File: src/core/gsc_pkg.sv
// Shared constants and types of the gain shading calibration block.
package gsc_pkg;
	// Geometry and data widths.
	localparam int NPIX     = 16;
	localparam int IDX_W    = 4;
	localparam int PIX_W    = 12;
	localparam int GAIN_W   = 16;
	localparam int ACC_W    = 19;
	localparam int DIV_W    = 24;
	localparam int FRAC_W   = 12;
	// Calibration needs 2**7 = 128 acquisitions; the average is a shift.
	localparam int NACQ_LOG = 7;
	localparam logic [7:0] NACQ = 8'h80;
	// Gains are 4.12 fixed point; 1.5 is the largest gain the correction can apply.
	localparam logic [GAIN_W-1:0] GAIN_UNITY = 16'h1000;
	localparam logic [GAIN_W-1:0] GAIN_MAX   = 16'h1800;
	localparam logic [PIX_W-1:0]  PIX_FULL   = 12'hfff;
	// Register byte offsets.
	localparam logic [7:0] REG_GEN    = 8'h00;
	localparam logic [7:0] REG_CTRL   = 8'h04;
	localparam logic [7:0] REG_FILE   = 8'h08;
	localparam logic [7:0] REG_ROI    = 8'h0c;
	localparam logic [7:0] REG_OFFSET = 8'h10;
	localparam logic [7:0] REG_STATUS = 8'h14;
	// Field positions.
	localparam int CTRL_CORR_EN  = 0;
	localparam int CTRL_SINGLE   = 1;
	localparam int FILE_SEL      = 0;
	localparam int FILE_ACTIVATE = 4;
	localparam int FILE_COPY     = 8;
	localparam int ROI_LEN_LSB   = 16;
	localparam int STAT_MAX_LSB  = 16;
	// Generate field encodings.
	localparam logic [1:0] GEN_IDLE   = 2'h0;
	localparam logic [1:0] GEN_RAW    = 2'h1;
	localparam logic [1:0] GEN_OFFSET = 2'h2;
	// Reset values.
	localparam logic [1:0]  CTRL_RST = 2'h0;
	localparam logic [IDX_W:0] ROI_LEN_RST = 5'h10;
	// File identifiers.
	localparam logic FILE_FACTORY = 1'b0;
	localparam logic FILE_USER    = 1'b1;

	typedef enum logic [3:0] {
		ST_BOOT, ST_LOAD, ST_IDLE, ST_CLEAR, ST_COLLECT,
		ST_FIND, ST_DIV, ST_DIVW, ST_COPY
	} gsc_state_e;

	// One beat of the pixel stream.
	typedef struct packed {
		logic             line_valid;
		logic             data_valid;
		logic [PIX_W-1:0] data;
	} gsc_pix_s;
endpackage : gsc_pkg

File: src/core/gsc_div.sv
// Sequential restoring divider used to form the per-pixel gains.
`timescale 1ns/1ns
`default_nettype none
module gsc_div #(
	parameter int W = 24
) (
	input  wire logic         clk,
	input  wire logic         rst_n,
	input  wire logic         start,
	input  wire logic [W-1:0] num,
	input  wire logic [W-1:0] den,
	output var  logic         done,
	output var  logic [W-1:0] quo
);
	logic [W:0]         rem_q;
	logic [W-1:0]       cnt_q;
	logic               run_q;
	logic [W:0]         rem_s;
	logic [W:0]         den_x;

	// One quotient bit per cycle; a zero divisor yields all ones.
	assign rem_s = {rem_q[W-1:0], quo[W-1]};
	assign den_x = {1'b0, den};

	always_ff @(posedge clk or negedge rst_n) begin
		if (!rst_n) begin
			rem_q <= '0;
			quo   <= '0;
			cnt_q <= '0;
			run_q <= 1'b0;
			done  <= 1'b0;
		end else begin
			done <= 1'b0;
			if (start) begin
				rem_q <= '0;
				quo   <= num;
				cnt_q <= W'(W);
				run_q <= 1'b1;
			end else if (run_q) begin
				if (rem_s >= den_x) begin
					rem_q <= rem_s - den_x;
					quo   <= {quo[W-2:0], 1'b1};
				end else begin
					rem_q <= rem_s;
					quo   <= {quo[W-2:0], 1'b0};
				end
				cnt_q <= cnt_q - 1'b1;
				if (cnt_q == 1) begin
					run_q <= 1'b0;
					done  <= 1'b1;
				end
			end
		end
	end
endmodule : gsc_div
`default_nettype wire

File: src/core/gsc_core.sv
// Gain shading calibration, file handling and correction with APB access.
//
// The register offsets and the APB slave port are this design's own decisions.
`timescale 1ns/1ns
`default_nettype none
//
// Summary of operation
// - Writing the generate field starts collection.
// - Collect 128 acquisitions before computing gains.
// - Line and data valid keep toggling normally.
// - Bus commands stall while calibration runs.
// - Average each pixel over 128 acquisitions.
// - Brightest averaged pixel is the reference.
// - Gain lifts each pixel to reference.
// - Variants: raw pixels or offset-corrected pixels.
// - Outside region copy previously activated values.
// - Store gains into user file, overwriting.
// - User file becomes activated after generation.
// - Activation copies file into working memory.
// - Correction uses working memory values only.
// - Reload activated file at power-up, reset.
// - Copy command duplicates factory into user.
// - Gain range limited to about 1.5.
// - Separate sets for single-line and others.
module gsc_core (
	input  wire logic              pclk,
	input  wire logic              presetn,
	input  wire logic              por_n,
	input  wire logic              psel,
	input  wire logic              penable,
	input  wire logic              pwrite,
	input  wire logic [7:0]        paddr,
	input  wire logic [31:0]       pwdata,
	output var  logic [31:0]       prdata,
	output var  logic              pready,
	output var  logic              pslverr,
	input  wire gsc_pkg::gsc_pix_s pix_in,
	output var  gsc_pkg::gsc_pix_s pix_out
);
	import gsc_pkg::*;

	gsc_state_e        state_q;
	logic [1:0]        gen_q;
	logic [1:0]        ctrl_q;
	logic              sel_q;
	logic              nv_act_q;
	logic [IDX_W-1:0]  roi_start_q;
	logic [IDX_W:0]    roi_len_q;
	logic [PIX_W-1:0]  offset_q;
	logic [IDX_W:0]    idx_q;
	logic [7:0]        lines_q;
	logic [IDX_W-1:0]  pidx_q;
	logic              lv_prev_q;
	logic [PIX_W-1:0]  max_q;
	logic              div_start_q;
	logic              div_done;
	logic [DIV_W-1:0]  div_quo;
	logic [GAIN_W-1:0] gain_new;
	logic [PIX_W-1:0]  avg;
	logic [PIX_W-1:0]  pix_cal;
	logic              set_sel;
	logic              in_roi;
	logic [IDX_W+1:0]  roi_end;
	logic              pix_in_roi;
	logic              line_end;
	logic              access;
	logic              take;
	logic              cmd_gen;
	logic              cmd_act;
	logic              cmd_copy;
	logic [27:0]       prod;
	logic [15:0]       scaled;

	logic [GAIN_W-1:0] user_mem [2*NPIX];
	logic [GAIN_W-1:0] work_mem [2*NPIX];
	logic [ACC_W-1:0]  acc_mem  [NPIX];

	// Set 0 serves single-line mode, set 1 every other mode.
	assign set_sel = ~ctrl_q[CTRL_SINGLE];

	// Region test for the calibration scan index and the live pixel; the
	// end is one bit wider so that a long region cannot wrap to zero.
	assign roi_end = {2'b00, roi_start_q} + {1'b0, roi_len_q};
	assign in_roi = ({1'b0, idx_q[IDX_W-1:0]} >= {1'b0, roi_start_q}) &&
		({2'b00, idx_q[IDX_W-1:0]} < roi_end);
	assign pix_in_roi = ({1'b0, pidx_q} >= {1'b0, roi_start_q}) &&
		({2'b00, pidx_q} < roi_end);
	assign line_end = lv_prev_q & ~pix_in.line_valid;

	// Average is the 128-line sum shifted down.
	assign avg = acc_mem[idx_q[IDX_W-1:0]][ACC_W-1:NACQ_LOG];

	// Offset variant subtracts the held offset, saturating at zero.
	assign pix_cal = (gen_q == GEN_OFFSET) ?
		((pix_in.data > offset_q) ? pix_in.data - offset_q : '0) :
		pix_in.data;

	// Clamp the gain: the correction cannot lift pixels far below.
	assign gain_new = (div_quo > {8'h00, GAIN_MAX}) ? GAIN_MAX :
		div_quo[GAIN_W-1:0];

	// Requests are only taken while idle, so commands stall.
	assign access   = psel & penable & ~pready;
	assign take     = access & (state_q == ST_IDLE);
	assign cmd_gen  = take & pwrite & (paddr == REG_GEN) &
		(pwdata[1:0] != GEN_IDLE);
	assign cmd_act  = take & pwrite & (paddr == REG_FILE) &
		pwdata[FILE_ACTIVATE];
	assign cmd_copy = take & pwrite & (paddr == REG_FILE) &
		pwdata[FILE_COPY] & ~pwdata[FILE_ACTIVATE];

	gsc_div #(
		.W(DIV_W)
	) u_div (
		.clk  (pclk),
		.rst_n(presetn),
		.start(div_start_q),
		.num  ({max_q, 12'h000}),
		.den  ({12'h000, avg}),
		.done (div_done),
		.quo  (div_quo)
	);

	// Bus answer: one wait state, offsets above REG_STATUS report an error.
	always_ff @(posedge pclk or negedge presetn) begin
		if (!presetn) begin
			pready  <= 1'b0;
			pslverr <= 1'b0;
			prdata  <= '0;
		end else begin
			pready  <= take;
			pslverr <= take & (paddr > REG_STATUS);
			prdata  <= '0;
			if (take && !pwrite) begin
				unique case (paddr)
					REG_GEN:    prdata <= {30'h0, gen_q};
					REG_CTRL:   prdata <= {30'h0, ctrl_q};
					REG_FILE:   prdata <= {31'h0, nv_act_q};
					REG_ROI:    prdata <= {11'h0, roi_len_q, 12'h0,
						roi_start_q};
					REG_OFFSET: prdata <= {20'h0, offset_q};
					REG_STATUS: prdata <= {4'h0, max_q, 12'h0, state_q};
					default:    prdata <= '0;
				endcase
			end
		end
	end

	// Software configuration registers.
	always_ff @(posedge pclk or negedge presetn) begin
		if (!presetn) begin
			ctrl_q      <= CTRL_RST;
			sel_q       <= FILE_FACTORY;
			roi_start_q <= '0;
			roi_len_q   <= ROI_LEN_RST;
			offset_q    <= '0;
		end else if (take && pwrite) begin
			if (paddr == REG_CTRL) begin
				ctrl_q <= pwdata[1:0];
			end
			if (paddr == REG_FILE) begin
				sel_q <= pwdata[FILE_SEL];
			end
			if (paddr == REG_ROI) begin
				roi_start_q <= pwdata[IDX_W-1:0];
				roi_len_q   <= pwdata[ROI_LEN_LSB +: IDX_W+1];
			end
			if (paddr == REG_OFFSET) begin
				offset_q <= pwdata[PIX_W-1:0];
			end
		end
	end

	// Activated-file link lives with the files and survives presetn.
	always_ff @(posedge pclk or negedge por_n) begin
		if (!por_n) begin
			nv_act_q <= FILE_FACTORY;
		end else if (state_q == ST_DIV && idx_q[IDX_W]) begin
			nv_act_q <= FILE_USER;
		end else if (cmd_act) begin
			nv_act_q <= pwdata[FILE_SEL];
		end
	end

	// Control sequence: boot load, activation, copy and calibration.
	always_ff @(posedge pclk or negedge presetn) begin
		if (!presetn) begin
			state_q     <= ST_BOOT;
			gen_q       <= GEN_IDLE;
			idx_q       <= '0;
			lines_q     <= '0;
			max_q       <= '0;
			div_start_q <= 1'b0;
		end else begin
			div_start_q <= 1'b0;
			unique case (state_q)
				ST_BOOT: begin
					idx_q   <= '0;
					state_q <= ST_LOAD;
				end
				ST_LOAD: begin
					idx_q <= idx_q + 1'b1;
					if (idx_q == 5'(2*NPIX-1)) begin
						gen_q   <= GEN_IDLE;
						state_q <= ST_IDLE;
					end
				end
				ST_IDLE: begin
					idx_q <= '0;
					if (cmd_gen) begin
						gen_q   <= pwdata[1:0];
						state_q <= ST_CLEAR;
					end else if (cmd_act) begin
						state_q <= ST_LOAD;
					end else if (cmd_copy) begin
						state_q <= ST_COPY;
					end
				end
				ST_CLEAR: begin
					lines_q <= '0;
					max_q   <= '0;
					if (!idx_q[IDX_W]) begin
						idx_q <= idx_q + 1'b1;
					end else if (!pix_in.line_valid) begin
						state_q <= ST_COLLECT; // Start on a line boundary.
					end
				end
				ST_COLLECT: begin
					idx_q <= '0;
					if (line_end) begin
						lines_q <= lines_q + 1'b1;
						if (lines_q == NACQ - 8'h01) begin
							state_q <= ST_FIND;
						end
					end
				end
				ST_FIND: begin
					if (in_roi && avg > max_q) begin
						max_q <= avg;
					end
					idx_q <= idx_q + 1'b1;
					if (idx_q == 5'(NPIX-1)) begin
						idx_q   <= '0;
						state_q <= ST_DIV;
					end
				end
				ST_DIV: begin
					if (idx_q[IDX_W]) begin
						idx_q   <= '0;
						state_q <= ST_LOAD;
					end else if (in_roi) begin
						div_start_q <= 1'b1;
						state_q     <= ST_DIVW;
					end else begin
						idx_q <= idx_q + 1'b1;
					end
				end
				ST_DIVW: begin
					if (div_done) begin
						idx_q   <= idx_q + 1'b1;
						state_q <= ST_DIV;
					end
				end
				ST_COPY: begin
					idx_q <= idx_q + 1'b1;
					if (idx_q == 5'(2*NPIX-1)) begin
						state_q <= ST_IDLE;
					end
				end
				default: state_q <= ST_IDLE;
			endcase
		end
	end

	// User file: written by calibration and by the factory copy.
	always_ff @(posedge pclk) begin
		if (state_q == ST_COPY) begin
			user_mem[idx_q] <= GAIN_UNITY;
		end else if (state_q == ST_DIVW && div_done) begin
			user_mem[{set_sel, idx_q[IDX_W-1:0]}] <= gain_new;
		end else if (state_q == ST_DIV && !idx_q[IDX_W] && !in_roi) begin
			user_mem[{set_sel, idx_q[IDX_W-1:0]}] <=
				work_mem[{set_sel, idx_q[IDX_W-1:0]}];
		end
	end

	// Working memory is filled from the activated file.
	always_ff @(posedge pclk) begin
		if (state_q == ST_LOAD) begin
			work_mem[idx_q] <= (nv_act_q == FILE_USER) ? user_mem[idx_q] :
				GAIN_UNITY;
		end
	end

	// Per-pixel sums over the calibration lines, region only.
	always_ff @(posedge pclk) begin
		if (state_q == ST_CLEAR && !idx_q[IDX_W]) begin
			acc_mem[idx_q[IDX_W-1:0]] <= '0;
		end else if (state_q == ST_COLLECT && pix_in.line_valid &&
			pix_in.data_valid && pix_in_roi) begin
			acc_mem[pidx_q] <= acc_mem[pidx_q] + ACC_W'(pix_cal);
		end
	end

	// Pixel position within the current line.
	always_ff @(posedge pclk or negedge presetn) begin
		if (!presetn) begin
			pidx_q    <= '0;
			lv_prev_q <= 1'b0;
		end else begin
			lv_prev_q <= pix_in.line_valid;
			if (!pix_in.line_valid) begin
				pidx_q <= '0;
			end else if (pix_in.data_valid) begin
				pidx_q <= pidx_q + 1'b1;
			end
		end
	end

	// Correction multiplies by the working gain and saturates.
	assign prod   = pix_in.data * work_mem[{set_sel, pidx_q}];
	assign scaled = prod[27:FRAC_W];

	// Valid timing passes unchanged even during calibration.
	always_ff @(posedge pclk or negedge presetn) begin
		if (!presetn) begin
			pix_out <= '0;
		end else begin
			pix_out.line_valid <= pix_in.line_valid;
			pix_out.data_valid <= pix_in.data_valid;
			if (!ctrl_q[CTRL_CORR_EN]) begin
				pix_out.data <= pix_in.data;
			end else if (scaled > {4'h0, PIX_FULL}) begin
				pix_out.data <= PIX_FULL;
			end else begin
				pix_out.data <= scaled[PIX_W-1:0];
			end
		end
	end
endmodule : gsc_core
`default_nettype wire

File: config.mk
export PLATFORM = sky130hd
export DESIGN_NAME = gsc_core
export DESIGN_NICKNAME = d
export VERILOG_FILES = /design/src/core/gsc_pkg.sv /design/src/core/gsc_div.sv /design/src/core/gsc_core.sv
export SDC_FILE = /design/constraint.sdc
export NUM_CORES = 2
export LEC_CHECK = 0
export ABC_AREA = 0
export BUFFER_PORTS_ARGS = -buffer_cell sky130_fd_sc_hd__clkbuf_2
export CORE_MARGIN = 2
export CORE_UTILIZATION = 59
export CTS_BUF_LIST = sky130_fd_sc_hd__clkbuf_8
export CTS_CLUSTER_SIZE = 16
export DETAILED_ROUTE_END_ITERATION = 8
export PLACE_DENSITY = 0.75
export SKIP_LAST_GASP = 1
export SLEW_MARGIN = 20
export SYNTH_ARGS = -nofsm -noshare
export SYNTH_HDL_FRONTEND = slang
export SYNTH_SLANG_ARGS = --single-unit
File: constraint.sdc
create_clock -name pclk -period 7.4 [get_ports pclk]
set_clock_uncertainty 0.05 [all_clocks]
set_input_delay 0.74 -clock pclk [delete_from_list [all_inputs] [get_ports pclk]]
set_output_delay 0.74 -clock pclk [all_outputs]
set_load 0.01 [all_outputs]
# ---- After elaboration in Yosys (flattened, before gate mapping)
# Memories as Yosys holds them, arrays and structs flattened.
# Cells that the tools add are included.
# W data, S select, Z words.
dict set report totals {
  reg_bits 182
  latchBits 0
  mem_bits_rw 1328
  romBits 0
  input_bits 60
  out_inout_bits 48
  elab_cells 212
  mem_count 3
}
# memory words width rd rd_ports_with_merged_regs wr line
set memory_table {}
lappend memory_table {user_mem 32 16 1 0 1 gsc_core.sv:74} ;# logic [GAIN_W-1:0] user_mem [2*NPIX];
lappend memory_table {work_mem 32 16 2 0 1 gsc_core.sv:75} ;# logic [GAIN_W-1:0] work_mem [2*NPIX];
lappend memory_table {acc_mem 16 19 2 0 1 gsc_core.sv:76} ;# logic [ACC_W-1:0] acc_mem [NPIX];
dict set report op_classes {
  n_addsub 8
  n_mul 1
  div_mod_pow 0
  magnitude_cmp 10
  n_eq_ne 33
  n_shift 0
  mux 78
  bitwise 17
  n_reduce_logical 38
}
# op count
set ops {}
lappend ops {{$mux W24} 7}
lappend ops {{$pmux W28 S6} 1}
lappend ops {{$mux W16} 4}
lappend ops {{$mux W12} 5}
lappend ops {{$mux W4} 15}
lappend ops {{$mux W32} 1}
lappend ops {{$pmux W4 S8} 1}
lappend ops {{$mux W1} 30}
lappend ops {{$mux W5} 6}
lappend ops {{$pmux W5 S6} 1}
lappend ops {{$mul A12 B16 Y28} 1}
lappend ops {{$ge A25 B12 Y1} 1}
lappend ops {{$eq A24 B1 Y1 const B} 1}
lappend ops {{$gt A12 B12 Y1} 2}
lappend ops {{$gt A24 B13 Y1 const B} 1}
lappend ops {{$pmux W12 S2} 1}
lappend ops {{$sub A24 B1 Y24 const B} 1}
lappend ops {{$sub A24 B12 Y24} 1}
lappend ops {{$ne A2 B2 Y1 const B} 10}
lappend ops {{$add A19 B12 Y19} 1}
lappend ops {{$mux W19} 1}
lappend ops {{$reduce_or A19 Y1} 1}
lappend ops {{$eq A4 B3 Y1 const B} 4}
lappend ops {{$eq A8 B4 Y1 const B} 2}
lappend ops {{41 further kinds} 86}

# ---- Longest topological paths before layout
dict set report depth {
  word_depth 12
  mapped_depth 34
  depth_no_buf 29
}

# ---- Hierarchy
# From an unflattened synthesis, not the netlist that was laid out.
dict set report unflattened {
  hier_cells 4527
  area_unflattened_um2 73807.0
}
# module n_inst cells_per_inst area_per_inst_um2 seq_area_each_um2
set modules_own_cells {}
lappend modules_own_cells {gsc_core 1 3995 69088.8 42381.9}
lappend modules_own_cells {gsc_div 1 532 4718.3 1851.8}

# ---- Worst setup path after synthesis
# Ideal clock, no wire load.
dict set report synth_path {
  kind {flip-flop to flip-flop}
  startpoint {register pidx_q[0]}
  endpoint {register pix_out[10] in the netlist's numbering}
  setup_ns 0.121
  arrival_time_ns 7.685
  required_ns 7.229
  setup_slack_ns -0.456
  path_stages_with_launch 33
  path_buffers 7
  period_less_slack_ns 7.856
  cell_sequence {dfrtp_1 -> buf_2 -> buf_2 -> clkbuf_1 -> buf_2 -> mux4_2 -> mux4_2 -> nand2_1 -> nand2_1 -> clkbuf_1 -> and2_1 -> fa_1 -> inv_1 -> fa_1 -> inv_1 -> fa_1 -> fa_1 -> inv_1 -> fa_1 -> inv_1 -> ha_1 -> clkbuf_1 -> inv_1 -> o21bai_1 -> a21oi_1 -> o21ai_0 -> a21o_1 -> a221o_1 -> a31oi_1 -> xor2_1 -> nand4_1 -> buf_4 -> o22a_1}
}
dict set report synth_via {
  elab_chain_len 5
}
# item line
set synth_rtl {}
lappend synth_rtl {{from (decl)} gsc_core.sv:52} ;# logic [IDX_W-1:0] pidx_q;
lappend synth_rtl {{from (signal assigned)} gsc_core.sv:315} ;# pidx_q <= pidx_q + 1'b1;
lappend synth_rtl {{$mem_v2 Z32 W16 (*)} n/a}
lappend synth_rtl {{$mul A12 B16 Y28 (*)} gsc_core.sv:321} ;# assign prod = pix_in.data * work_mem[{set_sel, pidx_q}];
lappend synth_rtl {{$gt A16 B12 Y1} gsc_core.sv:333} ;# end else if (scaled > {4'h0, PIX_FULL}) begin
lappend synth_rtl {{$mux W12 (*)} gsc_core.sv:333}
lappend synth_rtl {{$mux W12 (*)} gsc_core.sv:331} ;# if (!ctrl_q[CTRL_CORR_EN]) begin
lappend synth_rtl {{to (decl)} gsc_core.sv:38} ;# output var gsc_pkg::gsc_pix_s pix_out
# Mark *: on every way between the ends. The rest lies on a longest branch, timed or not.
# A chain may end at the register's enable or synchronous reset.

# ---- Worst setup path in the final report
# Same ends and word-level chain as after synthesis.

==> summary.txt <==
Logic synthesis
  – Primary FF master, synth: edfxtp_1
  – Mapped Avg Cell Area: 16.5 sq um
  – #FFs+latches synth: approximately 1.5k
  – Synth Instances: 4417
  – Sequential area share after synthesis: 0.605
  – Post-synth EDFFs: 1328
  – Ys async rst share: 0.116
  – Netlist Area Pre-Place: 73100 sq um
  – Distinct cells, synth: 74
  – Yosys warns: 0

Power
  – Leak Pwr: 27.4 nW
  – VDD IR max: about 1.3 mV
  – P per Cell Area: 398 nW/um^2

Clock network
  – Worst-path clk slew: 0.06 ns
  – CTS H-tree lvls: 4
  – CTS Buffer Depth: 3
  – Num CTS Buffers: about 230
  – # clock sinks: 1502
  – Worst-skew pair later-pin latency: 1.00 ns
  – Clock Root Buffer: clkbuf_8
  – TritonCTS clock tree: done

Critical path
  – Crit. End Element: flop
  – Worst Setup Start Kind: flop
  – WP data arrival: 8.15 ns
  – Slowest stage delay, CP: around 0.55 ns
  – CP most frequent cell: fa_1
  – Slowest stage cell, crit path: mux4_2
  – Crit Path Category: flop to flop
  – R2R cell count: 29
  – FF-to-FF End: pix_out[10]
  – Worst Path Max Fanout: 6
  – Worst R2R Start: pidx_q[0]
  – Worst Path Required: about 8.2 ns
  – R2R Setup Slk: roughly 0.028 ns

Cells and area
  – # nets final: 5134
  – Layout cell share with drive strength beyond 1: 0.302
  – Post-route design area: 82700 sq um
  – Footprint of the multi-input gates: ~28000 sq um
  – Cell Count, Final, Fillers Out: 6624
  – # fillers: 8019
  – FF/Latch Area: ~44000 sq um
  – Synth-to-layout area growth: 13.2%

Placement
  – Post-DP Area: 77100 sq um
  – Dpl cells: 6127
  – Port Buffers: 84
  – Gpl congestion: roughly 0.88
  – DPL Wire Length: 111000 um

STA
  – Final Hold Fails: 0
  – Period Utilization, post-route: 0.996
  – Slew at the pin with the worst max-slew slack: between 1 and 1.5 ns
  – Final slew viol count: 0
  – Max frequency: 136 MHz
  – Unrepaired setup endpoints after global routing: true
  – Final worst path period need: about 7.4 ns
  – Setup TNS: 0 ns
  – Final setup violation count: 0
  – Slew margin rel.: 0.173

Global route
  – Largest net degree at the start of global routing: approximately 120
  – First-pass GRT wire length: 267000 um
  – GRT Total Usage: 0.286
  – Vias in the first global route: 43.4k
  – Antenna violations before repair: 1
  – Grt total ovfl: 0

Detailed routing
  – Final wirelength: 180000 um
  – Detail Route Antenna Nets: 0
  – DR WL/cell: around 27 um
  – Via-to-Cell Ratio: between 6 and 7
  – Starting DRT DRC Count: 4807
  – Detailed-route via count: 42.7k
  – DRC violations left: 0
  – Router iterations before antenna repair: 6

Die
  – Die H: 356 um
  – Die X: approximately 360 um
  – Starting density of the core: 0.593
  – Number of cell rows: 129
  – I/O pin total: 108
  – Die area: 127000 sq um
  – Core Region: 123000 sq um

Job
  – Max cap viols: 0

Hold path
  – Worst Min Path Start: pwdata[10]
  – Hold endpoint: offset_q[10]
  – Worst hold path class: input port to flop
  – Cell depth of the worst hold path: 2

Run status
  – Run status: completed
==> routing by layer <==
| metal | global-route usage | wire length (um) | up-vias | share of wire |
|---|---|---|---|---|
| met5 | 0 | 0 | - | 0 |
| met4 | 0.101 | 6000 | 0 | 0.033 |
| met3 | 0.0587 | 17500 | 376 | 0.097 |
| met2 | 0.467 | 89600 | 2354 | 0.50 |
| met1 | 0.387 | 67200 | 22057 | 0.37 |
| li1 | - | - | 17960 | - |
==> flip-flops by register name, indices dropped and copies added, names as in the netlist, 2 cells and up <==
register	count
work_mem	512
gen_q	2
offset_q	12
lines_q	8
pix_out	14
prdata	24
max_q	12
state_q	4
idx_q	5
u_div.rem_q	24
pidx_q	4
ctrl_q	2
u_div.quo	24
acc_mem	304
roi_len_q	5
user_mem	512
roi_start_q	4
u_div.cnt_q	24
==> logic make-up (layout without fill, tap and decap cells) <==
kind of cell,after synthesis,in the layout,synth area share
fa+ha+maj,283,283,0.0631
xor+xnor,81,81,0.00971
compound gates,394,394,0.0346
flops,1502,1502,0.605
simple gates,921,921,0.0579
other cells,1,9,0.0000513
mux,714,714,0.201
buf+inv,521,1083,0.0283
==> synth_stat cells, types with 17 or more instances <==
| cell type | n | share of area |
|---|---|---|
| edfxtp_1 | 1328 | 0.55 |
| mux4_2 | 600 | 0.18 |
| nand2_1 | 368 | 0.019 |
| inv_1 | 253 | 0.013 |
| nor2_1 | 215 | 0.011 |
| dfrtp_1 | 173 | 0.059 |
| clkbuf_1 | 161 | 0.0083 |
| fa_1 | 143 | 0.039 |
| ha_1 | 140 | 0.024 |
| a21oi_1 | 99 | 0.0068 |
| o21ai_0 | 95 | 0.0065 |
| mux2i_1 | 82 | 0.011 |
| buf_1 | 64 | 0.0033 |
| nor3_1 | 63 | 0.0043 |
| and2_1 | 62 | 0.0053 |
| nor2b_1 | 51 | 0.0044 |
| xnor2_1 | 44 | 0.0053 |
| xor2_1 | 37 | 0.0044 |
| nand2b_1 | 35 | 0.0030 |
| mux2_2 | 32 | 0.0049 |
| nand3_1 | 28 | 0.0019 |
| buf_2 | 27 | 0.0018 |
| a21o_1 | 24 | 0.0025 |
| a22oi_1 | 23 | 0.0024 |
| a31oi_1 | 23 | 0.0020 |
| a311oi_1 | 17 | 0.0020 |
| and3_1 | 17 | 0.0015 |
| nand4_1 | 17 | 0.0015 |
| or3_1 | 17 | 0.0015 |
==> critical path, delay by kind of cell (launching register included) <==
family,cells,cell delay (ns)
adder cells (fa/ha/maj),6,2.64
AO/OA/AOI/OAI,8,1.33
buffers and inverters,8,1.07
multiplexers,2,0.98
flip-flops,1,0.52
AND/OR/NAND/NOR,4,0.49
XOR/XNOR,1,0.16
==> report_power, final <==
| part | switching [mW] | internal, mW |
|---|---|---|
| Clock | 3.29 | 3.32 |
| Combinational | 8.70 | 7.54 |
| Sequential | 0.191 | 9.84 |
| Total | 12.2 | 20.7 |
==> cell type report <==
cell class              count  share of cell area
diodes                      1           0.0000303
repair buffers            400              0.0416
flip-flops and latches   1502               0.535
well taps                1637              0.0248
clock inverters           184              0.0127
multi-input cells        2401               0.333
clock buffers             245              0.0408
inverters                 254              0.0115
==> repair_timing <==
action / in CTS / in global routing
cloned: 1 / 8
pin swaps: 0 / 50
resized for setup: 1 / 80
hold endpoints to repair: 140 / 0
endpoints found under the setup margin: 12 / 12
hold buffers: 25 / 0
buffers inserted: 7 / 26
==> worst max-delay path by stage <==
stage,startpoint,cells past startpoint,endpoint
floorplan,pidx_q[0],31,pix_out[1]
global placement,pidx_q[0],28,pix_out[2]
detailed placement,pidx_q[0],28,pix_out[10]
CTS,pidx_q[0],28,pix_out[10]
global route,pidx_q[0],29,pix_out[1]
finish,pidx_q[0],29,pix_out[10]
==> layout by cell type, fill, tap and decap left out, types with 32 or more instances in the layout <==
master | Yosys | layout
a21oi_1 | 99 | 88
buf_4 | 11 | 242
clkinv_1 | 1 | 52
o21ai_0 | 95 | 89
clkbuf_8 | 0 | 246
xor2_1 | 37 | 37
nor2_1 | 215 | 149
and2_1 | 62 | 60
nor2_2 | 0 | 55
fa_1 | 143 | 135
nand2_1 | 368 | 347
mux2i_1 | 82 | 81
edfxtp_1 | 1328 | 1328
mux2_2 | 32 | 32
nand2b_1 | 35 | 34
dfrtp_1 | 173 | 162
inv_1 | 253 | 323
xnor2_1 | 44 | 44
nor2b_1 | 51 | 43
ha_1 | 140 | 132
clkbuf_2 | 0 | 83
nor3_1 | 63 | 37
mux4_2 | 600 | 600
==> through the flow <==
step                      hold slack [ns]  setup slack (ns)  utilization  power [mW]
after floorplan                     0.394          0.000223            -        20.1
after global placement              0.445           0.00608        0.625        24.8
after detailed placement            0.450           -0.0274        0.625        24.9
after CTS                         0.00594           0.00209        0.664        31.6
after global routing               0.0351            -0.184        0.671        35.1
final                              0.0820            0.0279        0.671        32.9
Note: power is estimated with default switching activity, not from simulation.
